[src/hw/boot_load_params.svh]
// offsets, field positions, reset values and counts of the boot load control register
`ifndef BOOT_LOAD_PARAMS_SVH
`define BOOT_LOAD_PARAMS_SVH

// register location
`define BLC_OFFSET        20'h1D140

// field positions, bit 31 is the leftmost printed bit 00
`define BLC_CHAIN_BIT     31
`define BLC_WSEL_BIT      30
`define BLC_INCEN_BIT     29
`define BLC_UNLOCK_BIT    28
`define BLC_RSVD_HI       27
`define BLC_RSVD_LO       23
`define BLC_BADDR_HI      22
`define BLC_BADDR_LO      16
`define BLC_BADDR_LOW2_HI 17
`define BLC_PMODE_HI      15
`define BLC_PMODE_LO      13
`define BLC_PADDR_HI      12
`define BLC_PADDR_LO      0

// reset values
`define BLC_RST_CHAIN     1'h0
`define BLC_RST_INCEN     1'h1
`define BLC_RST_UNLOCK    1'h0
`define BLC_RST_PMODE     3'h0
`define BLC_RST_BADDR_HI  5'h14
`define BLC_RST_PADDR     13'h0000

// cycles after reset release before the synchronised straps are valid
`define STRAP_SYNC_CYCLES 2'h2

`endif

[src/hw/boot_load_pkg.sv]
// types shared by the boot load addressing logic
package boot_load_pkg;

    // address phase sequencer, gray along idle -> high -> low only; low -> idle and idle -> low flip both bits
    typedef enum logic [1:0]
    {
        PH_IDLE    = 2'h0,
        PH_SEND_HI = 2'h1,
        PH_SEND_LO = 2'h3
    } addr_phase_type;

endpackage

[src/hw/i2c_boot_load_addressing.sv]
// boot load control register and eeprom addressing for the i2c boot loader
//
// Summary of operation
// - width select bit: 0 gives one address byte, 1 gives two bytes
// - one byte uses offset bits 4:0 plus 000; two bytes use all 13 plus 000
// - with two address bytes the high byte goes out first
// - width select resets to the sampled address size strap
// - width select may change during loading together with a chain request
// - increment enable (reset 1) bumps device address bits 2:0 on address overflow
// - page increment only acts in one byte mode
// - on one byte wrap with increment: bump page, repeated start, new address phase
// - working device address copied at boot start and chain; increments hit the copy
// - increment enable may change during loading together with a chain request
// - unlock bit 0 (reset value) keeps device address bits 1:0 on write
// - other fields affect loading only on a write that also requests a chain
// - device address bits 1:0 latched from the board straps at power up
`timescale 1ns/1ps
`include "boot_load_params.svh"

module i2c_boot_load_addressing
#(
    parameter int         ADDR_W       = 20,
    parameter logic [4:0] BADDR_HI_RST = `BLC_RST_BADDR_HI,
    parameter logic [12:0] PADDR_RST   = `BLC_RST_PADDR
)
(
    input  wire logic              sys_clk,
    input  wire logic              sys_rst,
    input  wire logic              address_size_strap,
    input  wire logic [1:0]        slave_address_straps,
    input  wire logic              regWrEn,
    input  wire logic              regRdEn,
    input  wire logic [ADDR_W-1:0] regAddr,
    input  wire logic [31:0]       regWrData,
    output logic      [31:0]       regRdData,
    input  wire logic              bootStart,
    input  wire logic              bootActive,
    input  wire logic              loadCountZero,
    input  wire logic              byteDone,
    input  wire logic              addrByteAck,
    output logic      [6:0]        deviceAddress,
    output logic      [15:0]       peripheralAddress,
    output logic                   twoByteActive,
    output logic                   readdressReq,
    output logic                   addrByteValid,
    output logic      [7:0]        addrByte,
    output logic                   strapsLatched
);

    // peripheral byte address from offset field and width select
    function automatic logic [15:0] buildAddr(input logic wide, input logic [12:0] offs);
        logic [15:0] a;
        a = 16'h0000;
        if (wide)
            a = {offs, 3'h0};
        else
            a = {8'h00, offs[4:0], 3'h0};
        return a;
    endfunction

    // strap synchronisers, the first stage feeds only the second
    logic [2:0] strapMeta_q;
    logic [2:0] strapSync_q;
    logic [1:0] strapCnt_q;
    logic [1:0] strapCnt_d;
    logic       strapDone_q;
    logic       strapDone_d;

    // register fields
    logic        chain_q,   chain_d;
    logic        widthSel_q, widthSel_d;
    logic        incEn_q,   incEn_d;
    logic        unlock_q,  unlock_d;
    logic [6:0]  bootAddr_q, bootAddr_d;
    logic [2:0]  pageMode_q, pageMode_d;
    logic [12:0] paddr_q,   paddr_d;
    logic [31:0] rdData_q,  rdData_d;

    // working state used by the load sequence
    logic        actWidthSel_q, actWidthSel_d;
    logic        actIncEn_q, actIncEn_d;
    logic [6:0]  devAddr_q,  devAddr_d;
    logic [15:0] perAddr_q,  perAddr_d;
    logic        readdr_q,   readdr_d;
    boot_load_pkg::addr_phase_type phase_q, phase_d;
    logic        abValid_q,  abValid_d;
    logic [7:0]  abByte_q,   abByte_d;

    logic        wrHit;
    logic        rdHit;
    logic        chainLoad;
    logic        loadNow;
    logic        wrapNow;
    logic [31:0] regImage;

    assign wrHit     = regWrEn && (regAddr == ADDR_W'(`BLC_OFFSET));
    assign rdHit     = regRdEn && (regAddr == ADDR_W'(`BLC_OFFSET));
    assign chainLoad = wrHit && regWrData[`BLC_CHAIN_BIT] && bootActive && loadCountZero;
    assign loadNow   = bootStart || chainLoad;
    // one byte address about to wrap back to zero
    assign wrapNow   = byteDone && !actWidthSel_q && (perAddr_q[7:0] == 8'hFF);

    // register image as read back, reserved bits zero
    always_comb
    begin
        regImage = 32'h0000_0000;
        regImage[`BLC_CHAIN_BIT]  = chain_q;
        regImage[`BLC_WSEL_BIT]   = widthSel_q;
        regImage[`BLC_INCEN_BIT]  = incEn_q;
        regImage[`BLC_UNLOCK_BIT] = unlock_q;
        regImage[`BLC_BADDR_HI:`BLC_BADDR_LO] = bootAddr_q;
        regImage[`BLC_PMODE_HI:`BLC_PMODE_LO] = pageMode_q;
        regImage[`BLC_PADDR_HI:`BLC_PADDR_LO] = paddr_q;
    end

    // strap capture counter and register next values
    always_comb
    begin
        strapCnt_d  = strapCnt_q;
        strapDone_d = strapDone_q;
        chain_d     = chain_q;
        widthSel_d  = widthSel_q;
        incEn_d     = incEn_q;
        unlock_d    = unlock_q;
        bootAddr_d  = bootAddr_q;
        pageMode_d  = pageMode_q;
        paddr_d     = paddr_q;
        rdData_d    = 32'h0000_0000;
        if (!strapDone_q)
        begin
            strapCnt_d = strapCnt_q + 2'h1;
            if (strapCnt_q == `STRAP_SYNC_CYCLES)
            begin
                strapDone_d = 1'b1;
                widthSel_d = strapSync_q[2];
                bootAddr_d[1:0] = strapSync_q[1:0];
            end
        end
        if (wrHit)
        begin
            chain_d    = regWrData[`BLC_CHAIN_BIT];
            widthSel_d = regWrData[`BLC_WSEL_BIT];
            incEn_d    = regWrData[`BLC_INCEN_BIT];
            unlock_d   = regWrData[`BLC_UNLOCK_BIT];
            pageMode_d = regWrData[`BLC_PMODE_HI:`BLC_PMODE_LO];
            paddr_d    = regWrData[`BLC_PADDR_HI:`BLC_PADDR_LO];
            bootAddr_d[6:2] = regWrData[`BLC_BADDR_HI:`BLC_BADDR_LOW2_HI+1];
            if (regWrData[`BLC_UNLOCK_BIT])
                bootAddr_d[1:0] = regWrData[`BLC_BADDR_LOW2_HI:`BLC_BADDR_LO];
        end
        if (rdHit)
            rdData_d = regImage;
    end

    // strap synchronisers and register fields
    always_ff @(posedge sys_clk or posedge sys_rst)
    begin
        if (sys_rst)
        begin
            strapMeta_q <= 3'h0;
            strapSync_q <= 3'h0;
            strapCnt_q  <= 2'h0;
            strapDone_q <= 1'b0;
            chain_q     <= `BLC_RST_CHAIN;
            widthSel_q  <= 1'b0;
            incEn_q     <= `BLC_RST_INCEN;
            unlock_q    <= `BLC_RST_UNLOCK;
            bootAddr_q  <= {BADDR_HI_RST, 2'h0};
            pageMode_q  <= `BLC_RST_PMODE;
            paddr_q     <= PADDR_RST;
            rdData_q    <= 32'h0000_0000;
        end
        else
        begin
            strapMeta_q <= {address_size_strap, slave_address_straps};
            strapSync_q <= strapMeta_q;
            strapCnt_q  <= strapCnt_d;
            strapDone_q <= strapDone_d;
            chain_q     <= chain_d;
            widthSel_q  <= widthSel_d;
            incEn_q     <= incEn_d;
            unlock_q    <= unlock_d;
            bootAddr_q  <= bootAddr_d;
            pageMode_q  <= pageMode_d;
            paddr_q     <= paddr_d;
            rdData_q    <= rdData_d;
        end
    end

    // working copies, address counter and address phase sequencer
    always_comb
    begin
        actWidthSel_d = actWidthSel_q;
        actIncEn_d = actIncEn_q;
        devAddr_d  = devAddr_q;
        perAddr_d  = perAddr_q;
        readdr_d   = 1'b0;
        phase_d    = phase_q;
        abValid_d  = abValid_q;
        abByte_d   = abByte_q;
        if (loadNow)
        begin
            actWidthSel_d = widthSel_d;
            actIncEn_d = incEn_d;
            devAddr_d  = bootAddr_d;
            perAddr_d  = buildAddr(widthSel_d, paddr_d);
            readdr_d   = 1'b1;
        end
        else if (byteDone)
        begin
            if (actWidthSel_q)
                perAddr_d = perAddr_q + 16'h0001;
            else
                perAddr_d = {8'h00, perAddr_q[7:0] + 8'h01};
            if (wrapNow && actIncEn_q)
            begin
                devAddr_d = {devAddr_q[6:3], devAddr_q[2:0] + 3'h1};
                readdr_d  = 1'b1;
            end
        end
        if (readdr_q)
        begin
            abValid_d = 1'b1;
            if (actWidthSel_q)
            begin
                phase_d  = boot_load_pkg::PH_SEND_HI;
                abByte_d = perAddr_q[15:8];
            end
            else
            begin
                phase_d  = boot_load_pkg::PH_SEND_LO;
                abByte_d = perAddr_q[7:0];
            end
        end
        else if (addrByteAck)
        begin
            case (phase_q)
                boot_load_pkg::PH_IDLE:
                begin
                    abValid_d = 1'b0;
                end
                boot_load_pkg::PH_SEND_HI:
                begin
                    phase_d  = boot_load_pkg::PH_SEND_LO;
                    abByte_d = perAddr_q[7:0];
                end
                boot_load_pkg::PH_SEND_LO:
                begin
                    phase_d   = boot_load_pkg::PH_IDLE;
                    abValid_d = 1'b0;
                end
                default:
                begin
                    phase_d   = boot_load_pkg::PH_IDLE;
                    abValid_d = 1'b0;
                end
            endcase
        end
    end

    // working state registers
    always_ff @(posedge sys_clk or posedge sys_rst)
    begin
        if (sys_rst)
        begin
            actWidthSel_q <= 1'b0;
            actIncEn_q <= `BLC_RST_INCEN;
            devAddr_q  <= 7'h00;
            perAddr_q  <= 16'h0000;
            readdr_q   <= 1'b0;
            phase_q    <= boot_load_pkg::PH_IDLE;
            abValid_q  <= 1'b0;
            abByte_q   <= 8'h00;
        end
        else
        begin
            actWidthSel_q <= actWidthSel_d;
            actIncEn_q <= actIncEn_d;
            devAddr_q  <= devAddr_d;
            perAddr_q  <= perAddr_d;
            readdr_q   <= readdr_d;
            phase_q    <= phase_d;
            abValid_q  <= abValid_d;
            abByte_q   <= abByte_d;
        end
    end

    // outputs straight from flops
    assign regRdData         = rdData_q;
    assign deviceAddress     = devAddr_q;
    assign peripheralAddress = perAddr_q;
    assign twoByteActive     = actWidthSel_q;
    assign readdressReq      = readdr_q;
    assign addrByteValid     = abValid_q;
    assign addrByte          = abByte_q;
    assign strapsLatched     = strapDone_q;
endmodule

[config.mk]
export PLATFORM = sky130hd
export DESIGN_NAME = i2c_boot_load_addressing
export DESIGN_NICKNAME = d
export VERILOG_FILES = /design/src/hw/boot_load_pkg.sv /design/src/hw/i2c_boot_load_addressing.sv
export VERILOG_INCLUDE_DIRS = /design/src /design/src/hw
export SDC_FILE = /design/constraint.sdc
export NUM_CORES = 1
export LEC_CHECK = 0
export BUFFER_PORTS_ARGS = -buffer_cell sky130_fd_sc_hd__buf_4
export CAP_MARGIN = 0
export CORE_MARGIN = 2
export CORE_UTILIZATION = 55
export CTS_CLUSTER_SIZE = 25
export DETAILED_ROUTE_END_ITERATION = 8
export GPL_ROUTABILITY_DRIVEN = 0
export PLACE_DENSITY = 0.85
export SYNTH_ARGS = -nofsm -noshare
export SYNTH_HDL_FRONTEND = slang
export SYNTH_SLANG_ARGS = --single-unit
[constraint.sdc]
create_clock -name sys_clk -period 6.5 [get_ports sys_clk]
set_clock_uncertainty 0.1 [all_clocks]
set_input_delay 0.65 -clock sys_clk [delete_from_list [all_inputs] [get_ports sys_clk]]
set_output_delay 0.65 -clock sys_clk [all_outputs]
set_load 0.02 [all_outputs]
==> flow_metrics.tcl <==
set metrics [dict create \
    reg2reg_slack_ns 4.13 \
    slew_viol_final 0 \
    ys_async_sr_fraction_pct 100 \
    ys_types 51 \
    cp.arrival_ns 2.71 \
    min_period_over_period_pct 40.0 \
    drt_iter0_drc 141 \
    synth-seq-cells 100 \
    chipWidth_um 92.3 \
    clkSlewWorstSetupHoldPaths_ns 0.09 \
    grt_max_degree 58 \
    p_comb_share_pct 8.9 \
    cts_resized 0 \
    port_buffers 120 \
    cts_tree "built" \
    syn_area_per_cell_sq_um 11.8 \
    crit_fanout 19 \
    final_nets 551 \
    grt_pass1_vias 3032 \
    setup_viol 0 \
    dpl_cell_area_sq_um 5260 \
    ctsLongestPathBuffers 2 \
    rr_startpoint "peripheralAddress[3]$_DFFE_PP0P_" \
    n_fill_cell 558 \
    post-dp-hpwl_um 6510 \
    reg2reg_to "deviceAddress[1]$_DFFE_PP0P_" \
    outcome "finished, final reports clean" \
    fin_setup_tns_ns 0 \
    drive_above_1_share_pct 37.8 \
    die_h_um 92.3 \
    p_sw_share_pct 23.9 \
    route.vias.total 3095 \
    vias_per_cell 5.24 \
    grt_use_total_pct 22.1 \
    max-cap-violations 0 \
    firstDrtPassIters 4 \
    min_path_type "in -> async" \
    fin_area_sq_um 5460 \
    ys.flop_type "dfrtp_1" \
    peakVddDrop_mv 0.124 \
    cts_root_buf "clkbuf_8" \
    overflow 0 \
    die_area_sq_um 8520 \
    fp-row-count 32 \
    cts_htree_levels 3 \
    required_ns 6.61 \
    clock-sinks 100 \
    p_switching_mw 0.271 \
    area_delta_synth_final_pct 27.4 \
    wl_um 8940 \
    startpoint_type "input pin" \
    pwr-share-clk_pct 34.4 \
    max_freq_mhz 385 \
    fp.coreArea_sq_um 7650 \
    yosys_warnings 0 \
    pwr-share-seq_pct 56.7 \
    pin_count 131 \
    rr_worst_depth 5 \
    antenna_cells 0 \
    detail-route-antenna-nets 0 \
    post_drt_wl_per_cell_um 15.1 \
    holdWs_ns 0.238 \
    clock_latency_ns 0.35 \
    postCtsSetupRepairBufs 0 \
    p_int_mw 0.862 \
    drc 0 \
    ys_seq_area_share_pct 58.5 \
    cts_buffers 9 \
    initial_core_util_pct 56.1 \
    cp-end-kind "flop" \
    synth_edf_count 0 \
    p_leak_nw 2.84 \
    rsz0062_at_grt "no" \
    worst_pin_slew_ns 1.11 \
    antenna_found_initial 0 \
    hold_viol_final 0 \
    hold_buffers 0 \
    synth_area_sq_um 4290 \
    crit_type "in -> reg" \
    period_minus_slack_ns 2.60 \
    p_per_area_nw_per_um2 207 \
    syn-instance-count 363 \
    grt_pass1_wl_um 14700 \
    relSlewSlack_pct 25.5 \
]
## state kept, by name, indices dropped and copies added (netlist names), 2 cells and up
| signal | cells |
|---|---|
| addrByte | 8 |
| bootAddr_q | 7 |
| deviceAddress | 7 |
| paddr_q | 13 |
| pageMode_q | 3 |
| peripheralAddress | 16 |
| phase_q | 2 |
| regRdData | 27 |
| strapCnt_q | 2 |
| strapMeta_q | 3 |
| strapSync_q | 3 |
## cells by family after synthesis
kind of cell | after synthesis | synth area share [%]
xor gates and xnor gates | 9 | 1.84
buffers and inverters | 31 | 3.62
other | 1 | 0.0875
and+or+nand+nor | 132 | 16.8
DFF | 100 | 58.5
adders and majority gates | 3 | 0.875
muxes | 45 | 11.8
AOI/OAI and AO/OA | 42 | 6.45
## cells in the mapped netlist (2+ instances only)
cell type,n,area [sq um]
a21oi_1,3,15.0
inv_1,13,48.8
a21o_1,3,22.5
nor2b_1,2,12.5
nand3_1,13,65.1
o22ai_1,4,25.0
dfrtp_1,96,2400
and4bb_2,3,37.5
and4_1,3,26.3
clkbuf_1,9,33.8
and2_1,29,181
o21ai_0,14,70.1
a31oi_1,6,37.5
xor2_1,4,35.0
nand4_1,6,37.5
mux2i_1,17,170
dfstp_2,4,105
nor4_2,2,25.0
or4_1,2,15.0
nor2_1,11,41.3
o211ai_1,2,15.0
and3_1,3,18.8
nor4_1,2,12.5
nor3_1,4,20.0
nand2_1,42,158
ha_1,3,37.5
nand2b_1,3,18.8
buf_4,5,37.5
or2_2,2,12.5
a21bo_2,2,20.0
mux2_4,6,90.1
xnor2_1,5,43.8
mux2_2,22,248
## power by group through the flow
stage / sequential (mW) / clock [mW] / combinational [mW]
after floorplan: 0.660 / 0 / 0.0465
after global placement: 0.654 / 0 / 0.0985
after detailed placement: 0.655 / 0 / 0.101
after CTS: 0.642 / 0.399 / 0.102
after global routing: 0.644 / 0.427 / 0.111
final: 0.643 / 0.390 / 0.100
## how the worst max path moves through the flow
stage | end | cells past startpoint | start
after global routing | twoByteActive$_DFFE_PP0P_ | 6 | regAddr[5]
after floorplan | addrByteValid$_DFFE_PP0P_ | 1 | sys_rst
after detailed placement | deviceAddress[6]$_DFFE_PP0P_ | 6 | regAddr[5]
final | twoByteActive$_DFFE_PP0P_ | 6 | regAddr[5]
after global placement | deviceAddress[6]$_DFFE_PP0P_ | 6 | regAddr[5]
after CTS | twoByteActive$_DFFE_PP0P_ | 6 | regAddr[5]
## layout by cell type, fill, tap and decap left out, drive strengths merged, types with 3 or more instances in the layout
cell    netlist  final
buf           9    124
dfrtp        96     96
nand2        42     42
and2         29     29
mux2         28     28
mux2i        17     17
inv          13     15
o21ai        14     14
nand3        13     13
nor2         12     12
clkbuf        9     10
nand4         7      7
a31oi         6      6
xnor2         5      5
conb          1      5
nor3          4      4
o22ai         4      4
xor2          4      4
dfstp         4      4
nor4          4      4
and4bb        3      3
nand2b        3      3
and3          3      3
a21oi         3      3
a21o          3      3
and4          3      3
ha            3      3
or2           3      3
## worst max-delay path, cell delays in order
cell	delay (ns)
buf_4	0.11
nor4_2	0.28
nand4_2	0.24
nor2_2	0.78
mux2i_1	0.48
o21ai_0	0.17
## final cells by class
cell class                 instances  area [sq um]  share of cell area (%)
sequential                       100          2510                    45.9
multi-input combinational        236          1650                    30.1
inverter                          13          51.3                   0.939
tap                              102           128                    2.34
clock buffer                      10           128                    2.34
timing repair buffer             124           931                    17.0
clock inverter                     6          71.3                    1.31
## routing by layer
layer	share of wire [%]	GRT usage [%]	up-vias
met5	0	0	-
li1	-	-	1486
met3	4.2	3.42	9
met1	44	29.8	1519
met2	51	36.8	81
met4	1.3	7.84	0
## metrics by stage
stage                     setup WS [ns]  util (%)  power (mW)  std cells
after detailed placement           3.50      68.8       0.756        575
after floorplan                    3.14         -       0.706        367
after global routing               3.67      71.4        1.18        591
after global placement             3.51      68.8       0.752        575
after CTS                          3.88      71.4        1.14        591
final                              3.90      71.4        1.13        591
No activity file was read; power rests on OpenSTA's default activity.
